`src/core/svmac_regs.svh`:
```
// Register offsets, field positions, reset values and timing figures of the supply monitor
//
// Contract
// - Conversions are configured for and produce 8-bit results.
// - The 12-bit interval timer tick every 100 us is the hardware start trigger. Here the timer is a 15-bit counter of 20000 cycles.
// - Conversion-end interrupt only when result is at or below 0x5f.
// - After the conversion-end interrupt the lamp blinks with a 0.5 s period.
`ifndef SVMAC_REGS_SVH
`define SVMAC_REGS_SVH

// ----------------------------------------------------------------
// Register byte offsets
// ----------------------------------------------------------------
`define SVMAC_CTRL_OFF 8'h00
`define SVMAC_CHAN_OFF 8'h04
`define SVMAC_RESULT_OFF 8'h08
`define SVMAC_STATUS_OFF 8'h0c
`define SVMAC_MASK_OFF 8'h10
`define SVMAC_STATE_OFF 8'h14

// ----------------------------------------------------------------
// Fields and reset values
// ----------------------------------------------------------------
`define SVMAC_CTRL_RESET 8'h00
`define SVMAC_CHAN_RESET 4'h0
`define SVMAC_MASK_RESET 3'h0
`define SVMAC_REF_INTERNAL 2'h2
`define SVMAC_LOW_THRESH 8'h5f
`define SVMAC_ST_LOW 0
`define SVMAC_ST_REFERR 1
`define SVMAC_ST_DONE 2
`define SVMAC_ST_W 3
`define SVMAC_RESP_OKAY 2'h0
`define SVMAC_RESP_SLVERR 2'h2

// ----------------------------------------------------------------
// Timing figures
// ----------------------------------------------------------------
`define SVMAC_CLK_PERIOD_NS 5
`define SVMAC_STAB_TIME_NS 10000
`define SVMAC_INTERVAL_TIME_NS 100000
`define SVMAC_LAMP_PERIOD_NS 500000000

`endif

```
`src/core/svmac_pkg.sv`:
```
// Types shared by the supply monitor converter control
`default_nettype none
package svmac_pkg;
    // Control register layout, bit 7 down to bit 0
    typedef struct packed {
        logic lamp;
        logic hw_trig;
        logic one_shot;
        logic scan_mode;
        logic ref_hi;
        logic ref_lo;
        logic conv_start;
        logic comp_enable;
    } svmac_ctrl_t;

    // Requests driven toward the analogue converter
    typedef struct packed {
        logic start;
        logic enable;
        logic [1:0] ref_sel;
        logic [3:0] channel;
    } svmac_adc_req_t;

    typedef enum logic [1:0] {
        SVMAC_IDLE,
        SVMAC_SETTLE,
        SVMAC_WAIT,
        SVMAC_CONV
    } svmac_state_t;
endpackage : svmac_pkg
`default_nettype wire

```
`src/core/svmac_ticker.sv`:
```
// Free period counter that pulses once per period while running
`default_nettype none
module svmac_ticker #(
    parameter int PERIOD = 20000
) (
    input wire logic aclk,
    input wire logic aresetn,
    input wire logic run,
    output logic tick
);
    localparam int W = $clog2(PERIOD + 1);
    localparam logic [W-1:0] LAST = W'(PERIOD - 1);

    logic [W-1:0] count;
    logic [W-1:0] next_count;
    logic next_tick;

    // Count cycles, restart when stopped, pulse at the last count
    always_comb begin
        next_count = '0;
        next_tick = 1'b0;
        if (run) begin
            if (count == LAST) begin
                next_tick = 1'b1;
            end else begin
                next_count = count + W'(1);
            end
        end
    end

    always_ff @(posedge aclk) begin
        if (!aresetn) begin
            count <= '0;
            tick <= 1'b0;
        end else begin
            count <= next_count;
            tick <= next_tick;
        end
    end
endmodule : svmac_ticker
`default_nettype wire

```
`src/core/svmac_core.sv`:
```
// Supply monitor converter control with AXI4-Lite registers
//
// Design decisions made here: register access over AXI4-Lite and the placing of the registers.
`include "svmac_regs.svh"
`default_nettype none
module svmac_core #(
    parameter int INTERVAL_CYC = `SVMAC_INTERVAL_TIME_NS / `SVMAC_CLK_PERIOD_NS,
    parameter int LAMP_HALF_CYC = `SVMAC_LAMP_PERIOD_NS / 2 / `SVMAC_CLK_PERIOD_NS,
    parameter int RES_W = 8
) (
    input wire logic aclk,
    input wire logic aresetn,
    input wire logic [7:0] s_axi_awaddr,
    input wire logic s_axi_awvalid,
    output logic s_axi_awready,
    input wire logic [31:0] s_axi_wdata,
    input wire logic [3:0] s_axi_wstrb,
    input wire logic s_axi_wvalid,
    output logic s_axi_wready,
    output logic [1:0] s_axi_bresp,
    output logic s_axi_bvalid,
    input wire logic s_axi_bready,
    input wire logic [7:0] s_axi_araddr,
    input wire logic s_axi_arvalid,
    output logic s_axi_arready,
    output logic [31:0] s_axi_rdata,
    output logic [1:0] s_axi_rresp,
    output logic s_axi_rvalid,
    input wire logic s_axi_rready,
    input wire logic adc_done,
    input wire logic [RES_W-1:0] adc_data,
    output svmac_pkg::svmac_adc_req_t adc_req,
    output logic conversion_end_irq,
    output logic irq,
    output logic indicator_lamp
);
    localparam int STAB_CYC =
        (`SVMAC_STAB_TIME_NS + `SVMAC_CLK_PERIOD_NS - 1) / `SVMAC_CLK_PERIOD_NS;
    localparam int SW = $clog2(STAB_CYC + 1);
    localparam logic [SW-1:0] STAB_LAST = SW'(STAB_CYC - 1);

    // ------------------------------------------------------------
    // Address decode
    // ------------------------------------------------------------
    function automatic logic addr_known(input logic [7:0] a);
        addr_known = (a == `SVMAC_CTRL_OFF) || (a == `SVMAC_CHAN_OFF) ||
                     (a == `SVMAC_RESULT_OFF) || (a == `SVMAC_STATUS_OFF) ||
                     (a == `SVMAC_MASK_OFF) || (a == `SVMAC_STATE_OFF);
    endfunction : addr_known

    // ------------------------------------------------------------
    // State
    // ------------------------------------------------------------
    svmac_pkg::svmac_ctrl_t ctrl, next_ctrl;
    svmac_pkg::svmac_state_t state, next_state;
    svmac_pkg::svmac_adc_req_t next_adc_req;
    logic [3:0] chan, next_chan;
    logic [RES_W-1:0] result, next_result;
    logic [`SVMAC_ST_W-1:0] status, next_status, mask, next_mask;
    logic [SW-1:0] settle_cnt, next_settle_cnt;
    logic settled, next_settled, sw_pend, next_sw_pend;
    logic aw_held, next_aw_held, w_held, next_w_held;
    logic [7:0] aw_addr, next_aw_addr;
    logic [31:0] w_data, next_w_data;
    logic w_lane0, next_w_lane0;
    logic next_awready, next_wready, next_bvalid, next_arready, next_rvalid;
    logic [1:0] next_bresp, next_rresp;
    logic [31:0] next_rdata, rd_word;
    logic next_end_irq, next_irq, next_lamp;
    logic trig_tick, lamp_tick, do_write, ar_take, low_hit;
    logic [`SVMAC_ST_W-1:0] st_set;
    svmac_pkg::svmac_ctrl_t wr_ctrl;

    // Interval timer that provides the hardware start trigger
    svmac_ticker #(.PERIOD(INTERVAL_CYC)) u_interval (
        .aclk(aclk),
        .aresetn(aresetn),
        .run(ctrl.comp_enable & ctrl.conv_start & ctrl.hw_trig),
        .tick(trig_tick)
    );

    // Half-period timer for the blinking lamp
    svmac_ticker #(.PERIOD(LAMP_HALF_CYC)) u_lamp (
        .aclk(aclk),
        .aresetn(aresetn),
        .run(ctrl.lamp),
        .tick(lamp_tick)
    );

    // Read data view of the registers
    always_comb begin
        rd_word = 32'h0000_0000;
        case (s_axi_araddr)
            `SVMAC_CTRL_OFF: rd_word[7:0] = ctrl;
            `SVMAC_CHAN_OFF: rd_word[3:0] = chan;
            `SVMAC_RESULT_OFF: rd_word[RES_W-1:0] = result;
            `SVMAC_STATUS_OFF: rd_word[`SVMAC_ST_W-1:0] = status;
            `SVMAC_MASK_OFF: rd_word[`SVMAC_ST_W-1:0] = mask;
            `SVMAC_STATE_OFF: rd_word[4:0] = {indicator_lamp, sw_pend, settled, state};
            default: rd_word = 32'h0000_0000;
        endcase
    end

    // ------------------------------------------------------------
    // AXI4-Lite handshakes
    // ------------------------------------------------------------
    always_comb begin
        next_aw_held = aw_held;
        next_aw_addr = aw_addr;
        next_w_held = w_held;
        next_w_data = w_data;
        next_w_lane0 = w_lane0;
        next_bvalid = s_axi_bvalid;
        next_bresp = s_axi_bresp;
        next_rvalid = s_axi_rvalid;
        next_rdata = s_axi_rdata;
        next_rresp = s_axi_rresp;
        do_write = 1'b0;
        ar_take = s_axi_arvalid & s_axi_arready;
        if (s_axi_awvalid && s_axi_awready) begin
            next_aw_held = 1'b1;
            next_aw_addr = s_axi_awaddr;
        end
        if (s_axi_wvalid && s_axi_wready) begin
            next_w_held = 1'b1;
            next_w_data = s_axi_wdata;
            next_w_lane0 = s_axi_wstrb[0];
        end
        if (s_axi_bvalid && s_axi_bready) begin
            next_bvalid = 1'b0;
        end
        if (aw_held && w_held && !s_axi_bvalid) begin
            do_write = 1'b1;
            next_aw_held = 1'b0;
            next_w_held = 1'b0;
            next_bvalid = 1'b1;
            next_bresp = addr_known(aw_addr) ? `SVMAC_RESP_OKAY : `SVMAC_RESP_SLVERR;
        end
        if (s_axi_rvalid && s_axi_rready) begin
            next_rvalid = 1'b0;
        end
        if (ar_take) begin
            next_rvalid = 1'b1;
            next_rdata = rd_word;
            next_rresp = addr_known(s_axi_araddr) ? `SVMAC_RESP_OKAY : `SVMAC_RESP_SLVERR;
        end
        next_awready = !next_aw_held && !next_bvalid;
        next_wready = !next_w_held && !next_bvalid;
        next_arready = !next_rvalid;
    end

    always_ff @(posedge aclk) begin
        if (!aresetn) begin
            aw_held <= 1'b0;
            aw_addr <= 8'h00;
            w_held <= 1'b0;
            w_data <= 32'h0000_0000;
            w_lane0 <= 1'b0;
            s_axi_awready <= 1'b0;
            s_axi_wready <= 1'b0;
            s_axi_bvalid <= 1'b0;
            s_axi_bresp <= 2'h0;
            s_axi_arready <= 1'b0;
            s_axi_rvalid <= 1'b0;
            s_axi_rdata <= 32'h0000_0000;
            s_axi_rresp <= 2'h0;
        end else begin
            aw_held <= next_aw_held;
            aw_addr <= next_aw_addr;
            w_held <= next_w_held;
            w_data <= next_w_data;
            w_lane0 <= next_w_lane0;
            s_axi_awready <= next_awready;
            s_axi_wready <= next_wready;
            s_axi_bvalid <= next_bvalid;
            s_axi_bresp <= next_bresp;
            s_axi_arready <= next_arready;
            s_axi_rvalid <= next_rvalid;
            s_axi_rdata <= next_rdata;
            s_axi_rresp <= next_rresp;
        end
    end

    // ------------------------------------------------------------
    // Registers, sequencer and converter requests
    // ------------------------------------------------------------
    always_comb begin
        next_ctrl = ctrl;
        next_chan = chan;
        next_mask = mask;
        next_result = result;
        next_state = state;
        next_settle_cnt = settle_cnt;
        next_settled = settled;
        next_sw_pend = sw_pend;
        next_end_irq = 1'b0;
        st_set = '0;
        low_hit = 1'b0;
        wr_ctrl = w_data[7:0];
        next_adc_req = adc_req;
        next_adc_req.start = 1'b0;
        // Register writes from the bus
        if (do_write && w_lane0) begin
            case (aw_addr)
                `SVMAC_CTRL_OFF: begin
                    next_ctrl = wr_ctrl;
                    if ({wr_ctrl.ref_hi, wr_ctrl.ref_lo} != {ctrl.ref_hi, ctrl.ref_lo} &&
                        (ctrl.conv_start || ctrl.comp_enable)) begin
                        next_ctrl.ref_hi = ctrl.ref_hi;
                        next_ctrl.ref_lo = ctrl.ref_lo;
                        st_set[`SVMAC_ST_REFERR] = 1'b1;
                    end
                    if (wr_ctrl.conv_start && !wr_ctrl.hw_trig) begin
                        next_sw_pend = 1'b1;
                    end
                end
                `SVMAC_CHAN_OFF: next_chan = w_data[3:0];
                `SVMAC_MASK_OFF: next_mask = w_data[`SVMAC_ST_W-1:0];
                default: next_chan = chan;
            endcase
        end
        // Conversion sequencer
        case (state)
            svmac_pkg::SVMAC_IDLE: begin
                next_settle_cnt = '0;
                next_settled = 1'b0;
                if (ctrl.comp_enable) begin
                    next_state = svmac_pkg::SVMAC_SETTLE;
                end
            end
            svmac_pkg::SVMAC_SETTLE: begin
                next_settle_cnt = settle_cnt + SW'(1);
                if (!ctrl.comp_enable) begin
                    next_state = svmac_pkg::SVMAC_IDLE;
                end else if (settle_cnt == STAB_LAST) begin
                    next_settled = 1'b1;
                    next_state = svmac_pkg::SVMAC_WAIT;
                end
            end
            svmac_pkg::SVMAC_WAIT: begin
                if (!next_ctrl.comp_enable) begin // A disabling write beats a start
                    next_state = svmac_pkg::SVMAC_IDLE;
                end else if ((ctrl.hw_trig && ctrl.conv_start && trig_tick) ||
                             (!ctrl.hw_trig && sw_pend)) begin
                    next_sw_pend = 1'b0;
                    next_adc_req.start = 1'b1;
                    next_state = svmac_pkg::SVMAC_CONV;
                end
            end
            svmac_pkg::SVMAC_CONV: begin
                if (!next_ctrl.comp_enable) begin
                    next_state = svmac_pkg::SVMAC_IDLE;
                end else if (adc_done) begin
                    next_result = adc_data;
                    st_set[`SVMAC_ST_DONE] = 1'b1;
                    low_hit = (adc_data <= RES_W'(`SVMAC_LOW_THRESH));
                    st_set[`SVMAC_ST_LOW] = low_hit;
                    next_end_irq = low_hit;
                    if (!ctrl.one_shot && !ctrl.hw_trig) begin
                        next_adc_req.start = 1'b1; // Sequential mode rearms at once
                    end else begin
                        next_state = svmac_pkg::SVMAC_WAIT;
                        if (!ctrl.hw_trig) begin
                            next_ctrl.conv_start = 1'b0;
                        end
                    end
                end
            end
            default: next_state = svmac_pkg::SVMAC_IDLE;
        endcase
        if (low_hit) begin
            next_ctrl.lamp = 1'b1;
        end
        next_status = (status & ~((do_write && w_lane0 && aw_addr == `SVMAC_STATUS_OFF) ?
                       w_data[`SVMAC_ST_W-1:0] : {`SVMAC_ST_W{1'b0}})) | st_set;
        next_irq = |(next_status & next_mask);
        next_lamp = !next_ctrl.lamp ? 1'b0 : (lamp_tick ? !indicator_lamp : indicator_lamp);
        next_adc_req.enable = next_ctrl.comp_enable;
        next_adc_req.ref_sel = {next_ctrl.ref_hi, next_ctrl.ref_lo};
        next_adc_req.channel = next_chan;
    end

    always_ff @(posedge aclk) begin
        if (!aresetn) begin
            ctrl <= `SVMAC_CTRL_RESET;
            chan <= `SVMAC_CHAN_RESET;
            mask <= `SVMAC_MASK_RESET;
            status <= '0;
            result <= '0;
            state <= svmac_pkg::SVMAC_IDLE;
            settle_cnt <= '0;
            settled <= 1'b0;
            sw_pend <= 1'b0;
            adc_req <= '0;
            conversion_end_irq <= 1'b0;
            irq <= 1'b0;
            indicator_lamp <= 1'b0;
        end else begin
            ctrl <= next_ctrl;
            chan <= next_chan;
            mask <= next_mask;
            status <= next_status;
            result <= next_result;
            state <= next_state;
            settle_cnt <= next_settle_cnt;
            settled <= next_settled;
            sw_pend <= next_sw_pend;
            adc_req <= next_adc_req;
            conversion_end_irq <= next_end_irq;
            irq <= next_irq;
            indicator_lamp <= next_lamp;
        end
    end
endmodule : svmac_core
`default_nettype wire

```
`config.mk`:
```
export PLATFORM = sky130hd
export DESIGN_NAME = svmac_core
export DESIGN_NICKNAME = d
export VERILOG_FILES = /design/src/core/svmac_pkg.sv /design/src/core/svmac_ticker.sv /design/src/core/svmac_core.sv
export VERILOG_INCLUDE_DIRS = /design/src /design/src/core
export SDC_FILE = /design/constraint.sdc
export NUM_CORES = 1
export LEC_CHECK = 0
export BUFFER_PORTS_ARGS = -buffer_cell sky130_fd_sc_hd__buf_2
export CAP_MARGIN = 20
export CORE_UTILIZATION = 40
export CTS_BUF_LIST = sky130_fd_sc_hd__clkbuf_2
export DETAILED_ROUTE_END_ITERATION = 6
export PLACE_DENSITY_LB_ADDON = 0.05
export SKIP_CTS_REPAIR_TIMING = 1
export SLEW_MARGIN = 20
export SYNTH_ARGS = -nofsm -noshare
export SYNTH_HDL_FRONTEND = slang
export SYNTH_SLANG_ARGS = --single-unit
```
`constraint.sdc`:
```
create_clock -name aclk -period 2.17 [get_ports aclk]
set_input_delay 0.3255 -clock aclk [delete_from_list [all_inputs] [get_ports aclk]]
set_output_delay 0.3255 -clock aclk [all_outputs]
set_load 0.02 [all_outputs]
```
==> flow_metrics.py <==
metrics = {
    "status": {
        "status": "completed",
    },
    "floorplanning": {
        "fp.dieH_um": 118,
        "num_io_pins": 120,
        "initial_core_util": 0.409,
        "dieWidth_um": 118,
        "dieArea_mm2": 0.0140,
        "rows": 42,
        "core-area_mm2": 0.0132,
    },
    "cells_and_area": {
        "layout.area.seq_mm2": 0.00244,
        "instances_no_fill": 928,
        "final_area_mm2": 0.00645,
        "nets": 809,
        "area_growth_pct": 19.1,
        "drive_above_1_share": 0.182,
        "fillers": 1347,
        "multiInputGateArea_mm2": 0.00271,
    },
    "critical_path": {
        "critPathSlowestCell": "or4_4",
        "cp_slowest_stage_delay_ps": 580,
        "path_delay_family": "simple AND/OR/NAND/NOR gates",
        "path_max_fanout": 4,
        "crit_cells": 5,
        "cp-start-kind": "flip-flop",
        "cpMostUsedCell": "or4_4",
        "cp_num_buf_inv": 0,
        "end_kind": "flip-flop",
        "crit_chain": "or4_4, or4_4, mux2i_1, a211o_2, o221ai_2",
        "required_ps": 2760,
        "ff2ff_path_depth": 5,
        "crit_arrival_ps": 2700,
        "criticalPathCategory": "reg -> reg",
    },
    "place": {
        "place_congestion": 0.824,
        "port_buffers": 66,
        "dpl.hpwl_um": 9140,
        "placed_cells": 866,
        "place_area_mm2": 0.00592,
    },
    "sta": {
        "fin_skew_ps": 28.4,
        "hold_viol": 0,
        "rsz0062_at_grt": "false",
        "fin_crit_sh": 0.972,
        "slew_viol_final": 0,
        "max_freq_mhz": 474,
        "setup_tns_ps": 0,
        "period_needed_ps": 2110,
        "slew-limit-headroom": 0.532,
        "whs_ps": 25.2,
        "finalSetupViolCount": 0,
        "worst_slew_pin_slew_ps": 697,
    },
    "detailed_routing": {
        "drt_iter0_markers": 241,
        "drc": 0,
        "via_count": 4518,
        "wirelength_um": 12800,
        "postRouteAntennaNets": 0,
        "routed_via_density": 4.87,
        "drt_pass1_iterations": 4,
        "wl_per_cell_um": 13.8,
    },
    "yosys": {
        "synthTopCellsByCount": "122 x dfxtp_1, 93 x nor2_1, 64 x nand2_1, 42 x a21oi_1, 33 x xnor2_1",
        "synth_ff_type": "dfxtp_1",
        "synth-edff-count": 0,
        "yosysTopAreaCell": "dfxtp_1",
        "synthDistinctLibCells": 55,
        "synth_area_leaders": "dfxtp_1 45%, nor2_1 6.4%, xnor2_1 5.3%",
        "yosysSeqAreaShare": 0.451,
        "syn_inst": 630,
        "synth.most_common_cell": "dfxtp_1",
        "yosys_warnings": 0,
        "synthArstFlopShare": 0,
        "synth_top_area_frac": 0.451,
        "synth_area_mm2": 0.00542,
        "syn_avg_cell_area_um2": 8.60,
        "ys_ff_latch": 122,
    },
    "power": {
        "seqPwrFrac": 0.570,
        "power.density_mw_per_mm2": 627,
        "total_leakage_power_nw": 2.42,
        "power_switching_mw": 1.01,
        "combPwrFrac": 0.076,
        "swShare": 0.250,
        "internal_power_mw": 3.03,
        "peakVddDrop_mv": 0.372,
        "p_clk_frac": 0.354,
    },
    "clock_tree": {
        "clock-root-buffer": "clkbuf_2",
        "cts-htree-levels": 4,
        "insertion_delay_ps": 670,
        "cts_buffers": 17,
        "clk_pin_slew_ps": 160,
        "cts_tree": "built",
        "cts.sinks": 122,
        "clock_path_buffers": 2,
    },
    "global_routing": {
        "gr-total-overflow": 0,
        "grt.total_usage": 0.187,
        "grt_pass1_vias": 4160,
        "grt_max_degree": 28,
        "grt_pass1_wl_um": 20300,
        "antenna_found_initial": 1,
    },
    "worst_hold_path": {
        "hp-class": "in -> reg",
        "hold_depth": 4,
    },
    "job": {
        "cap_violations": 0,
    },
}
-- worst paths after layout --
kind,from,to,slack (ps)
max reg2reg,aw_addr[5],irq,60
max,aw_addr[5],irq,60
min,s_axi_araddr[1],s_axi_rdata[4],30
min reg2reg,u_lamp.count[0],u_lamp.count[0],450
-- sequential cells by signal (all words and copies together) (netlist names), 2 cells and up --
name              count
s_axi_rdata           8
chan                  4
result                8
status                3
u_interval.count     15
u_lamp.count         26
w_data                8
ctrl                  6
settle_cnt           11
state                 2
aw_addr               8
adc_req               3
mask                  3
-- power by group through the flow --
stage | Sequential, mW | Combinational, mW | Clock, mW
2_1_floorplan | 2.37 | 0.182 | 0
3_3_place_gp | 2.35 | 0.262 | 0
3_5_place_dp | 2.35 | 0.265 | 0
4_1_cts | 2.31 | 0.266 | 1.49
5_1_grt | 2.32 | 0.337 | 1.59
6_report | 2.31 | 0.308 | 1.43
-- cell type report --
class	instances	share of cell area
well taps	176	0.0341
repair buffers	115	0.122
diodes	1	0.000388
clock buffers	20	0.0155
multi-input cells	464	0.419
clock inverters	12	0.0202
flip-flops and latches	122	0.379
inverters	18	0.0105
-- through the flow --
stage	setup WS [ps]	util	power, mW
floorplan	92.9	-	2.55
global placement	39.1	0.447	2.62
detailed placement	17.2	0.447	2.62
CTS	-26.7	0.464	4.06
global route	14.7	0.487	4.24
finish	61.6	0.487	4.05
-- layout by cell type, fill, tap and decap left out, types with 4 or more instances in the layout --
master	n
and3_1	9
a21oi_1	41
nor2_1	93
nor4_1	9
nand4_1	14
nand2b_1	7
a31oi_1	7
inv_1	17
a22oi_1	8
nor2b_1	7
buf_2	66
clkbuf_2	20
conb_1	26
mux2i_1	16
o21ai_0	10
dlygate4sd3_1	28
dfxtp_1	120
mux2_2	7
nor3_1	19
clkinv_2	5
nand3_1	29
buf_4	19
xor2_1	14
xnor2_1	33
clkinv_1	4
nand2_1	64
and2_1	8
-- cells by family (layout without fill, tap and decap cells) --
family	Yosys count	in the layout	share of synthesized area
simple gates	281	281	0.256
flops	122	122	0.451
compound gates	83	83	0.0930
buf+inv	69	165	0.0706
xor+xnor	47	47	0.0759
mux	24	24	0.0466
fa+ha+maj	3	3	0.00693
other cells	1	27	0.000692
-- worst register-to-register path, cell delays in order, from the launching register on --
cell      delay, ps
dfxtp_2         350
or4_4           570
or4_4           580
mux2i_1         160
a211o_2         330
o221ai_2         60
-- layer usage --
layer  routed length [µm]  global-route usage  vias to the layer above
met1                 6140               0.240                     2109
met5                    0                   0                        -
met3                  549              0.0536                        6
li1                     -                   -                     2326
met4                  133              0.0625                        0
met2                 5950               0.300                       77
Note: power is estimated with default switching activity, not from simulation.
